## config.mk

```make
export PLATFORM = sky130hd
export DESIGN_NAME = aoc_top
export DESIGN_NICKNAME = d
export VERILOG_FILES = /design/src/design/aoc_pkg.sv /design/src/design/aoc_delay.sv /design/src/design/aoc_top.sv
export SDC_FILE = /design/constraint.sdc
export NUM_CORES = 1
export LEC_CHECK = 0
export BUFFER_PORTS_ARGS = -buffer_cell sky130_fd_sc_hd__buf_2
export CAP_MARGIN = 20
export CORE_MARGIN = 2
export CORE_UTILIZATION = 56
export DETAILED_ROUTE_END_ITERATION = 8
export PLACE_DENSITY_LB_ADDON = 0.25
export SETUP_SLACK_MARGIN = 0.4
export SLEW_MARGIN = 20
export SYNTH_ARGS = -nofsm -noshare
export SYNTH_HDL_FRONTEND = slang
export SYNTH_HIERARCHICAL = 1
export SYNTH_SLANG_ARGS = --single-unit
```

## constraint.sdc

```tcl
create_clock -name clk -period 5.3 [get_ports clk]
set_clock_uncertainty 0.1 [all_clocks]
set_input_delay 0.53 -clock clk [delete_from_list [all_inputs] [get_ports clk]]
set_output_delay 0.53 -clock clk [all_outputs]
set_load 0.02 [all_outputs]
```

## src/design/aoc_pkg.sv

```systemverilog
/*
 * package of the alarm output conditioner: widths, defaults, type codes,
 * timing counts and the configuration structs taken by aoc_top.
 * assumes a single 200 MHz clock and a synchronous active-high reset.
 */
package aoc_pkg;

    // =====================================================================
    // timing
    // =====================================================================
    localparam int unsigned CLK_HZ       = 200_000_000;  // system clock rate
    localparam int unsigned TICK_S       = 1;            // seconds per tick
    localparam int unsigned TICK_CYCLES  = CLK_HZ * TICK_S;
    localparam int          TICK_W       = 28;

    // =====================================================================
    // widths and ranges
    // =====================================================================
    localparam int          DLY_W        = 10;           // 0 to 999 s
    localparam int          LBA_T_W      = 14;           // 0 to 9999 s
    localparam int          AMP_W        = 10;           // current, 0.1 A units
    localparam int          DEV_W        = 16;           // deviation, signed
    localparam int          TYPE_W       = 5;            // alarm type code

    // =====================================================================
    // codes and reset values
    // =====================================================================
    localparam logic [TYPE_W-1:0]  TYPE_NONE    = 5'h00;
    localparam logic [TYPE_W-1:0]  TYPE_LBA     = 5'h0c;  // 12
    localparam logic [TYPE_W-1:0]  TYPE_PV_ABS  = 5'h0d;  // 13
    localparam logic [AMP_W-1:0]   HS_TRIP_OFF  = 10'h1f4; // 50.0 A
    localparam logic [AMP_W-1:0]   HS_HYST_DEF  = 10'h001; // 0.1 A
    localparam logic [DEV_W-1:0]   LBA_LVL_TEMP = 16'h0050; // 8.0, 0.1 units
    localparam logic [DEV_W-1:0]   LBA_LVL_ANA  = 16'h03e8; // 10.00, 0.01 units
    localparam logic [DEV_W-1:0]   LBA_LVL_TMAX = 16'h7e90; // 3240.0
    localparam logic               HS_USE_DEF   = 1'b1;
    localparam logic               HS_LATCH_DEF = 1'b0;

    // per-alarm settings
    typedef struct packed {
        logic              assigned;
        logic [TYPE_W-1:0] kind;
        logic [DLY_W-1:0]  on_dly;
        logic [DLY_W-1:0]  off_dly;
    } aoc_alarm_cfg_t;

    // heater-short settings
    typedef struct packed {
        logic             use_flag;
        logic             latch_flag;
        logic [AMP_W-1:0] trip;
        logic [AMP_W-1:0] hyst;
    } aoc_hs_cfg_t;

    // loop break settings
    typedef struct packed {
        logic [LBA_T_W-1:0] adv_interval;
        logic [LBA_T_W-1:0] pid_interval;
        logic               pid_all_nonzero;
        logic               onoff_ctrl;
        logic [DEV_W-1:0]   level;
        logic [DEV_W-1:0]   band;
    } aoc_lba_cfg_t;

endpackage : aoc_pkg

```

## src/design/aoc_delay.sv

```systemverilog
/*
 * on/off delay stage for one alarm output, counting whole-second ticks.
 * assumes tick is a one-cycle pulse from the same clock domain.
 */
`timescale 1ns/1ps
module aoc_delay
    import aoc_pkg::*;
(
    input  wire logic             clk,
    input  wire logic             rst,
    input  wire logic             tick,
    input  wire logic             dly_en,
    input  wire logic             cond,
    input  wire logic [DLY_W-1:0] on_dly,
    input  wire logic [DLY_W-1:0] off_dly,
    output logic                  out_q
);

    logic [DLY_W-1:0] cnt_q;
    logic [DLY_W-1:0] dly;

    // delay that applies to the pending change
    assign dly = cond ? on_dly : off_dly;

    // =====================================================================
    // delay counter and output
    // =====================================================================
    always_ff @(posedge clk)
    begin
        if (rst)
        begin
            out_q <= 1'b0;
            cnt_q <= '0;
        end
        else if (!dly_en || dly == '0)
        begin
            out_q <= cond;
            cnt_q <= '0;
        end
        else if (cond == out_q)
        begin
            cnt_q <= '0;
        end
        else if (tick)
        begin
            if (cnt_q + 10'h001 >= dly)
            begin
                out_q <= cond;
                cnt_q <= '0;
            end
            else
            begin
                cnt_q <= cnt_q + 10'h001;
            end
        end
    end
endmodule : aoc_delay

```

## src/design/aoc_top.sv

```systemverilog
/*
 * alarm output conditioner: on/off delays for alarms 1 to 3, heater-short
 * alarm with latch and hysteresis, loop break detection, alarm 1 merging.
 * assumes settings and measurements come from logic on clk; the cancel key
 * and cancel event pins are asynchronous and are synchronised here.
 */
// Operation
// - alarms 1-3 do not turn on before their on delay elapses
// - an on delay of zero turns the alarm on at once
// - alarms 1-3 do not turn off before their off delay elapses
// - an off delay of zero releases the alarm at once
// - delays act only if alarm assigned and type not 0, 12 or 13
// - the use flag gates heater-short evaluation and its alarm 1 drive
// - latched heater short holds until 50.0 A trip, power-up or cancel
// - latched heater short is forced off in the setting levels
// - heater-short release uses a hysteresis band, default 0.1 A
// - hysteresis acts only when enabled and the latch is off
// - loop break interval 0 to 9999 s, zero disables detection
// - loop break works only with alarm 1 assigned and type 12
// - on/off control uses the advanced-level loop break interval
// - loop break needs deviation above the programmed level
// - loop break when deviation over band is not reduced in interval
// - level and band act only with nonzero intervals, all PID sets
// - alarm 1 output ORs alarm 1, heater short, overcurrent, input error
`timescale 1ns/1ps
module aoc_top
    import aoc_pkg::*;
#(
    parameter int unsigned TICK_DIV = TICK_CYCLES  // cycles per second tick
)
(
    input  wire logic                 clk,
    input  wire logic                 rst,
    input  wire aoc_alarm_cfg_t [2:0] alarm_cfg,
    input  wire logic [2:0]           alarm_cond,
    input  wire aoc_hs_cfg_t          hs_cfg,
    input  wire logic [AMP_W-1:0]     heater_current,
    input  wire logic                 overcurrent_alarm,
    input  wire logic                 input_error,
    input  wire logic                 setting_level,
    input  wire logic                 latch_cancel_key_pin,
    input  wire logic                 latch_cancel_event_pin,
    input  wire aoc_lba_cfg_t         lba_cfg,
    input  wire logic [DEV_W-1:0]     deviation,
    output logic                      alarm_one_out_q,
    output logic                      alarm_two_out_q,
    output logic                      alarm_three_out_q,
    output logic                      heater_short_q,
    output logic                      loop_break_alarm_q
);

    // =====================================================================
    // helpers
    // =====================================================================
    // delay applies for this alarm setting
    function automatic logic dly_ok(input aoc_alarm_cfg_t c);
        dly_ok = c.assigned && c.kind != TYPE_NONE && c.kind != TYPE_LBA
                 && c.kind != TYPE_PV_ABS;
    endfunction : dly_ok

    // magnitude of a signed deviation
    function automatic logic [DEV_W-1:0] mag(input logic [DEV_W-1:0] v);
        mag = v[DEV_W-1] ? DEV_W'(~v + 16'h0001) : v;
    endfunction : mag

    // =====================================================================
    // one-second tick divider
    // =====================================================================
    localparam logic [TICK_W-1:0] TICK_LAST = TICK_W'(TICK_DIV - 1);

    // count and one-cycle pulse
    // TICK_DIV of 1 holds tick high
    logic [TICK_W-1:0] div_q;
    logic              tick_q;

    // tick is a one-cycle enable pulse every second
    always_ff @(posedge clk)
    begin
        if (rst)
        begin
            div_q  <= '0;
            tick_q <= 1'b0;
        end
        else if (div_q == TICK_LAST)
        begin
            div_q  <= '0;
            tick_q <= 1'b1;
        end
        else
        begin
            div_q  <= div_q + 28'h0000001;
            tick_q <= 1'b0;
        end
    end

    // =====================================================================
    // cancel pin synchronisers
    // =====================================================================
    // bit 1 is the settled copy
    logic [1:0] key_sync_q;
    logic [1:0] evt_sync_q;
    logic       cancel;

    // two flops per pin before any logic reads them
    always_ff @(posedge clk)
    begin
        if (rst)
        begin
            key_sync_q <= 2'h0;
            evt_sync_q <= 2'h0;
        end
        else
        begin
            key_sync_q <= {key_sync_q[0], latch_cancel_key_pin};
            evt_sync_q <= {evt_sync_q[0], latch_cancel_event_pin};
        end
    end

    // either pin cancels while it stands
    // current over trip sets it again
    assign cancel = key_sync_q[1] | evt_sync_q[1];

    // =====================================================================
    // alarm delay stages
    // =====================================================================
    // delayed states before the relays
    logic [2:0] dly_out;

    // one delay stage per alarm, loop break is ORed into alarm 1 at the relay
    for (genvar i = 0; i < 3; i++)
    begin : g_dly
        aoc_delay u_dly (
            .clk     (clk),
            .rst     (rst),
            .tick    (tick_q),
            .dly_en  (dly_ok(alarm_cfg[i])),
            .cond    (alarm_cond[i]),
            .on_dly  (alarm_cfg[i].on_dly),
            .off_dly (alarm_cfg[i].off_dly),
            .out_q   (dly_out[i])
        );
    end

    // =====================================================================
    // heater-short alarm
    // =====================================================================
    // mode decode and release point
    logic             hs_latched_mode;
    logic             hs_hyst_mode;
    logic             hs_over;
    logic             hs_under;
    logic [AMP_W:0]   hs_release;

    assign hs_latched_mode = hs_cfg.use_flag && hs_cfg.latch_flag;
    assign hs_hyst_mode    = hs_cfg.use_flag && !hs_cfg.latch_flag;
    assign hs_over         = heater_current >= hs_cfg.trip;
    // release point sits one hysteresis band below the trip current
    // a band above trip borrows out,
    // so any current under trip releases
    assign hs_release      = hs_hyst_mode ? ({1'b0, hs_cfg.trip} - {1'b0, hs_cfg.hyst})
                                          : {1'b0, hs_cfg.trip};
    assign hs_under        = hs_release[AMP_W] || {1'b0, heater_current} < hs_release;

    // heater-short state, set wins over hysteresis release
    always_ff @(posedge clk)
    begin
        if (rst)
        begin
            heater_short_q <= 1'b0;  // power cycle clears the latch
        end
        else if (!hs_cfg.use_flag)
        begin
            heater_short_q <= 1'b0;
        end
        else if (hs_latched_mode)
        begin
            if (setting_level)
            begin
                heater_short_q <= 1'b0;
            end
            else if (hs_cfg.trip == HS_TRIP_OFF || cancel)
            begin
                heater_short_q <= 1'b0;
            end
            else if (hs_over)
            begin
                heater_short_q <= 1'b1;
            end
        end
        else if (hs_over)
        begin
            heater_short_q <= 1'b1;
        end
        else if (hs_under)
        begin
            heater_short_q <= 1'b0;
        end
    end

    // =====================================================================
    // loop break detection
    // =====================================================================
    // interval, enable and verdict terms
    // runs only with alarm 1 on loop break
    logic [LBA_T_W-1:0] lba_ivl;
    logic               lba_en;
    logic [LBA_T_W-1:0] lba_cnt_q;
    logic [DEV_W-1:0]   lba_start_q;
    logic [DEV_W-1:0]   dev_mag;
    logic               lba_end;
    logic               lba_trip;

    assign lba_ivl = lba_cfg.onoff_ctrl ? lba_cfg.adv_interval
                                        : lba_cfg.pid_interval;
    assign lba_en  = alarm_cfg[0].assigned && alarm_cfg[0].kind == TYPE_LBA
                     && lba_ivl != '0
                     && (lba_cfg.onoff_ctrl || lba_cfg.pid_all_nonzero);
    assign dev_mag = mag(deviation);
    assign lba_end = tick_q && lba_cnt_q + 14'h0001 >= lba_ivl;
    // over level, and reduced by less than the band over the interval
    assign lba_trip = dev_mag > lba_cfg.level
                      && {1'b0, lba_start_q} < {1'b0, dev_mag} + {1'b0, lba_cfg.band};

    // first interval starts from zero,
    // so it reports a break whenever deviation is over level
    // interval timer and start-of-interval sample
    always_ff @(posedge clk)
    begin
        if (rst || !lba_en)
        begin
            lba_cnt_q   <= '0;
            lba_start_q <= '0;
        end
        else if (lba_end)
        begin
            lba_cnt_q   <= '0;
            lba_start_q <= dev_mag;
        end
        else if (tick_q)
        begin
            lba_cnt_q <= lba_cnt_q + 14'h0001;
        end
    end

    // loop break verdict, updated once per interval
    always_ff @(posedge clk)
    begin
        if (rst || !lba_en)
        begin
            loop_break_alarm_q <= 1'b0;
        end
        else if (lba_end)
        begin
            loop_break_alarm_q <= lba_trip;
        end
    end

    // =====================================================================
    // output relays
    // =====================================================================
    // relay drives, one flop each
    always_ff @(posedge clk)
    begin
        if (rst)
        begin
            alarm_one_out_q   <= 1'b0;
            alarm_two_out_q   <= 1'b0;
            alarm_three_out_q <= 1'b0;
        end
        else
        begin
            alarm_one_out_q   <= dly_out[0] | loop_break_alarm_q
                                 | (heater_short_q & hs_cfg.use_flag)
                                 | overcurrent_alarm | input_error;
            alarm_two_out_q   <= dly_out[1];
            alarm_three_out_q <= dly_out[2];
        end
    end
endmodule : aoc_top

```

## Word level (Yosys, flattened, before mapping)

Index checks and enable logic that the tools add are counted.

- Word-level logic and storage cells: 137
- Output and inout bits: 5
- Bits of input ports: 198
- Register bits: 101

- Eq/ne operators: 16
- Bitwise logic cells: 8
- Order comparisons: 8
- Muxes and demuxes: 28
- Reduce and logical (&&, ||, !) cells: 52
- Add/sub/neg operators: 8

Operator list:

| kind | count |
|---|---|
| $mux W10 | 6 |
| $ge A10 B10 Y1 | 4 |
| $add A10 B1 Y10 const B | 3 |
| $logic_not A10 Y1 | 3 |
| $ne A5 B4 Y1 const B | 6 |
| $add A28 B1 Y28 const B | 1 |
| $eq A28 B28 Y1 const B | 1 |
| $mux W1 | 19 |
| $add A16 B16 Y17 | 1 |
| $lt A16 B17 Y1 | 1 |
| $add A16 B1 Y16 const B | 1 |
| $gt A16 B16 Y1 | 1 |
| $logic_and A1 B1 Y1 | 16 |
| $mux W16 | 1 |
| $not A16 Y16 | 1 |
| $reduce_bool A5 Y1 | 3 |
| $add A14 B1 Y14 const B | 1 |
| $ge A14 B14 Y1 | 1 |
| $mux W14 | 1 |
| $reduce_bool A14 Y1 | 1 |
| $reduce_bool A2 Y1 | 6 |
| $lt A10 B11 Y1 | 1 |
| $mux W11 | 1 |
| $sub A10 B10 Y11 | 1 |
| other kinds (15) | 39 |

## Logic depth before layout (Yosys ltp)

- Depth in word-level cells: 8
- Depth in mapped cells: 21
- Depth with buffers taken out: 21

## Hierarchy

The synthesis kept the hierarchy.

By module, submodules not included:

| module | cells an instance | times used | area each (µm²) | seq. area each (µm²) |
|---|---|---|---|---|
| aoc_top | 754 | 1 | 6,163.4 | 1,361.3 |
| aoc_delay | 127 | 3 | 1,001.0 | 220.2 |

## Worst setup path before layout

OpenSTA, ideal clock, no wires.

- Path kind: input to register
- Start: in deviation[3]
- End: reg loop_break_alarm_q
- Slack: 1.164 ns
- Path buffers: 0
- Stages: 16
- Data arrival time: 3.920 ns
- Library setup time: 0.116 ns
- Required time: 5.084 ns
- Cell sequence: or4_1 -> or2_1 -> or3_4 -> o31ai_2 -> xnor2_1 -> ha_1 -> a21oi_1 -> o22ai_1 -> a311o_1 -> a21oi_1 -> xor2_1 -> ha_1 -> o21ai_0 -> a21oi_1 -> o2111ai_1 -> a31o_2

- Word-level cells in the longest chain between the ends: 6
- Elaborated cells on any way between the ends: 7
- Those cells by class: 2 x add/sub; 2 x order compare; 1 x mux; 1 x bitwise; 1 x reduce/logical

RTL lines:

| what | line | text |
|---|---|---|
| start, declared | aoc_top.sv:44 | `input wire logic [DEV_W-1:0] deviation,` |
| $not A16 Y16 (*) | aoc_top.sv:63 | `mag = v[DEV_W-1] ? DEV_W'(~v + 16'h0001) : v;` |
| $add A16 B1 Y16 (*) | aoc_top.sv:63 |  |
| $mux W16 (*) | aoc_top.sv:63 |  |
| via dev_mag[11] | aoc_top.sv:209 | `logic [DEV_W-1:0] dev_mag;` |
| $add A16 B16 Y17 | aoc_top.sv:222 | `&& {1'b0, lba_start_q} < {1'b0, dev_mag} + {1'b0, lba_cfg.band};` |
| $lt A16 B17 Y1 | aoc_top.sv:222 |  |
| $logic_and A1 B1 Y1 (*) | aoc_top.sv:222 |  |
| end signal, assigned | aoc_top.sv:254 | `loop_break_alarm_q <= lba_trip;` |
| end, declared | aoc_top.sv:49 | `output logic loop_break_alarm_q` |

Mark *: on every way through the listed nets, which the timed path passes. The rest lies on a longest branch.
A chain may end at the register's enable or synchronous reset.

## Worst setup path after layout

Ends and elaborated chain as after synthesis.

==> qor.csv <==
metric;value;unit
Net Sw Power;0.000609;W
mux cell area share after synthesis;6.59;%
# clock sinks;101;
Sequential Area;0.00202;mm²
Fin. Hold Viols;0;
commonest cells after routing, fill and taps aside;202 x buf_2, 129 x ha_1, 101 x dfxtp_1;
Die ar.;0.0174;mm²
Post-Route WL;22300;µm
First DRT Iteration DRCs;441;
Min-Delay Startpoint;latch_cancel_event_pin;
Synth Area in Adders;18.0;%
Slew @ Worst Pin;731;ps
worst skew pair latency;360;ps
layout cell share with drive strength beyond 1;19.1;%
xor/xnor share of the synthesized area;9.94;%
Synth async-reset ratio;0;%
synthesized area;0.00917;mm²
maxcap violations;0;
Seq/Total Area, Yosys;22.1;%
Area growth, synth to finish;15.8;%
Synth Area in Simple Gates;23.7;%
setup bufs post-CTS;0;
cts bufs inserted;9;
drt first pass iters;7;
mean post-synth cell area;8.08;µm²
post-route clock period utilization;79.0;%
met2 Usage GRT;43.5;%
routing usage on met1;32.8;%
cell count after synthesis;1135;
r2r setup slk;1550;ps
prevailing post-synth register cell;dfxtp_1;
FMAX;239;MHz
Worst Hold Depth;2;
clock-pin slew on the worst setup and hold paths;80;ps
vias after detailed routing;8627;
status;finished clean;
Unique masters post-synth;63;
number of flops mapped to enable cells by yosys;0;
Core Footprint;0.0159;mm²
row count;46;
Crit Path Max Fanout;5;
VDD IR-drop max;0.000148;V
Crit-path slowest cell;or4_1;
hold worst-path end;evt_sync_q[0];
CTS H-tree lvls;3;
reg2reg start;lba_cnt_q[0];
power per cell area;188;mW/mm²
I/O Buffers;202;
fin. max-slew vios;0;
CTS resizes;0;
DRC Markers;0;
sw frac;30.5;%
post-layout net count;1642;
Leakage;4.78;nW
Max-Slew Margin vs Limit;51.3;%
Comb pwr share;26.6;%
class of the worst hold path;input pin to flop;
CP Cell Sequence;buf_2 -> or4_1 -> or2_1 -> or3_4 -> o31ai_2 -> xnor2_1 -> ha_1 -> a21oi_1 -> o22ai_1 -> a311o_1 -> a21oi_1 -> xor2_1 -> ha_1 -> o21ai_0 -> a21oi_1 -> o2111ai_1 -> a31o_2;
Critical Path Max Stage Delay;530;ps
antenna violation net count after detailed routing;0;
global route hottest layer;met2;
syn nets;1464;
Setup Total Neg Slack;0;ps
hpwl dp;17900;µm
Internal Power;0.00139;W
critical path type;input pin to flop;
Worst EP arrival;4340;ps
RSZ-0062 raised after global routing;false;
Root Driver;clkbuf_16;
Initial Util;57.5;%
FF+latch count, synth;101;
CTS tree;yes;
die span in y;132;µm
Die X;132;µm
Reg-to-Reg End;lba_start_q[7];
DR WL/cell;14.5;µm
deepest clock path buffer count;2;
CP endpoint kind;flop;
most common cell after layout, fill and taps aside;buf_2;
footprint of the multi-input gates;0.00674;mm²
Post-CTS Hold Buffers;0;
Total GRT Usage;25.4;%
largest family of logic cells by synthesized area;simple AND/OR/NAND/NOR gates;
Final min period;4190;ps
number of global-route vias before repair;8311;
sequential share of power;38.5;%
met3 Resource Use GR;4.42;%
vias per inst;5.62;
Fill cells;1372;
CP dominant cell by count;a21oi_1;
Ports;203;
pin count of the biggest net entering global routing;37;
GP Congestion;0.872;
first-pass GRT wire length;37500;µm
setup violators final;0;
ant diodes;0;
Startpoint Class;input pin;
Clk pwr share;35.0;%
synth warn;6;
R2R cell count;13;
fin cells;1534;
grt ovf;0;
Placed Instances;1518;
Worst EP required;5450;ps
initial antenna violation count;0;
Synth Area in Compound Gates;15.2;%
-- worst max-delay path: cells and delay by family --
kind                       cells  cell delay (ps)
and+or+nand+nor                3             1150
adders and majority gates      2              570
buffers and inverters          1              130
AOI/OAI and AO/OA              9             1670
xor gates and xnor gates       2              320
-- per-stage QoR --
stage          power (W)  util [%]  hold WS [ps]  area [µm²]  worst slack, ps
3_3_place_gp     0.00129      64.6           315       10300              880
4_1_cts          0.00201      66.6           303       10600             1170
6_report         0.00200      66.6           315       10600             1110
2_1_floorplan    0.00113         -           313        9170             1160
3_5_place_dp     0.00131      64.6           331       10300              800
5_1_grt          0.00212      66.6           296       10600              901
-- synthesized netlist by cell type, types with 4 or more instances --
| cell type | instances | area share (%) |
|---|---|---|
| nor2_1 | 87 | 3.6 |
| buf_1 | 6 | 0.25 |
| a211o_1 | 4 | 0.38 |
| nand4_1 | 22 | 1.5 |
| a31o_2 | 4 | 0.38 |
| o2111ai_1 | 5 | 0.48 |
| and3_1 | 14 | 0.96 |
| buf_2 | 10 | 0.55 |
| nor3_1 | 20 | 1.1 |
| xor2_1 | 41 | 3.9 |
| o21bai_1 | 7 | 0.57 |
| dfxtp_1 | 101 | 22 |
| nor2b_1 | 17 | 1.2 |
| o31a_1 | 8 | 0.76 |
| xnor2_1 | 63 | 6.0 |
| mux2i_1 | 57 | 6.2 |
| o21a_1 | 13 | 1.1 |
| ha_1 | 129 | 18 |
| nand3_1 | 76 | 4.1 |
| nand2b_1 | 19 | 1.3 |
| o21ai_1 | 4 | 0.22 |
| nand2_1 | 99 | 4.1 |
| a21oi_1 | 76 | 4.1 |
| clkbuf_1 | 19 | 0.78 |
| nor4_1 | 22 | 1.5 |
| and2_1 | 5 | 0.34 |
| nor3b_1 | 5 | 0.41 |
| a31oi_1 | 9 | 0.61 |
| nor4b_1 | 4 | 0.38 |
| or3_1 | 10 | 0.68 |
| o21ai_0 | 35 | 1.9 |
| inv_1 | 61 | 2.5 |
| a21o_1 | 18 | 1.5 |
-- cell families (layout without fill, tap and decap cells) --
| logic type | after synthesis | in the layout |
|---|---|---|
| mux | 60 | 60 |
| compound gates | 213 | 213 |
| flops | 101 | 101 |
| xor+xnor | 104 | 104 |
| simple gates | 427 | 427 |
| buf+inv | 99 | 282 |
| fa+ha+maj | 131 | 131 |
-- cell type report --
class | instances | share of cell area [%]
multi-input cells | 935 | 63.5
inverters | 61 | 2.16
clock buffers | 9 | 2.12
repair buffers | 205 | 9.74
well taps | 216 | 2.55
flip-flops and latches | 101 | 19.1
clock inverters | 7 | 0.873
-- power by group through the flow --
stage	Combinational (W)	Sequential, W	Clock (W)
after floorplan	0.000344	0.000788	0
after global placement	0.000508	0.000786	0
after detailed placement	0.000523	0.000786	0
after CTS	0.000527	0.000768	0.000718
after global routing	0.000600	0.000769	0.000752
final	0.000531	0.000769	0.000699
-- worst max path at each step --
stage / slack, ps / end / from
floorplan: 1160 / loop_break_alarm_q / deviation[3]
global placement: 880 / loop_break_alarm_q / deviation[3]
detailed placement: 800 / loop_break_alarm_q / deviation[3]
CTS: 1170 / loop_break_alarm_q / deviation[3]
global route: 900 / loop_break_alarm_q / deviation[3]
finish: 1110 / loop_break_alarm_q / deviation[3]
-- metal layers --
layer	vias up	routed length [µm]	part of all wire, %
li1	4431	-	-
met1	3933	10300	46
met2	233	10500	47
met3	30	1170	5.2
met4	0	382	1.7
met5	-	0	0
-- state kept, by name, indices dropped and copies added (netlist names), 2 cells and up --
name               cells
key_sync_q             2
div_q                 28
lba_cnt_q             14
g_dly.u_dly/cnt_q     30
evt_sync_q             2
g_dly.u_dly/out_q      3
lba_start_q           16
(Power assumes the default switching activity.)
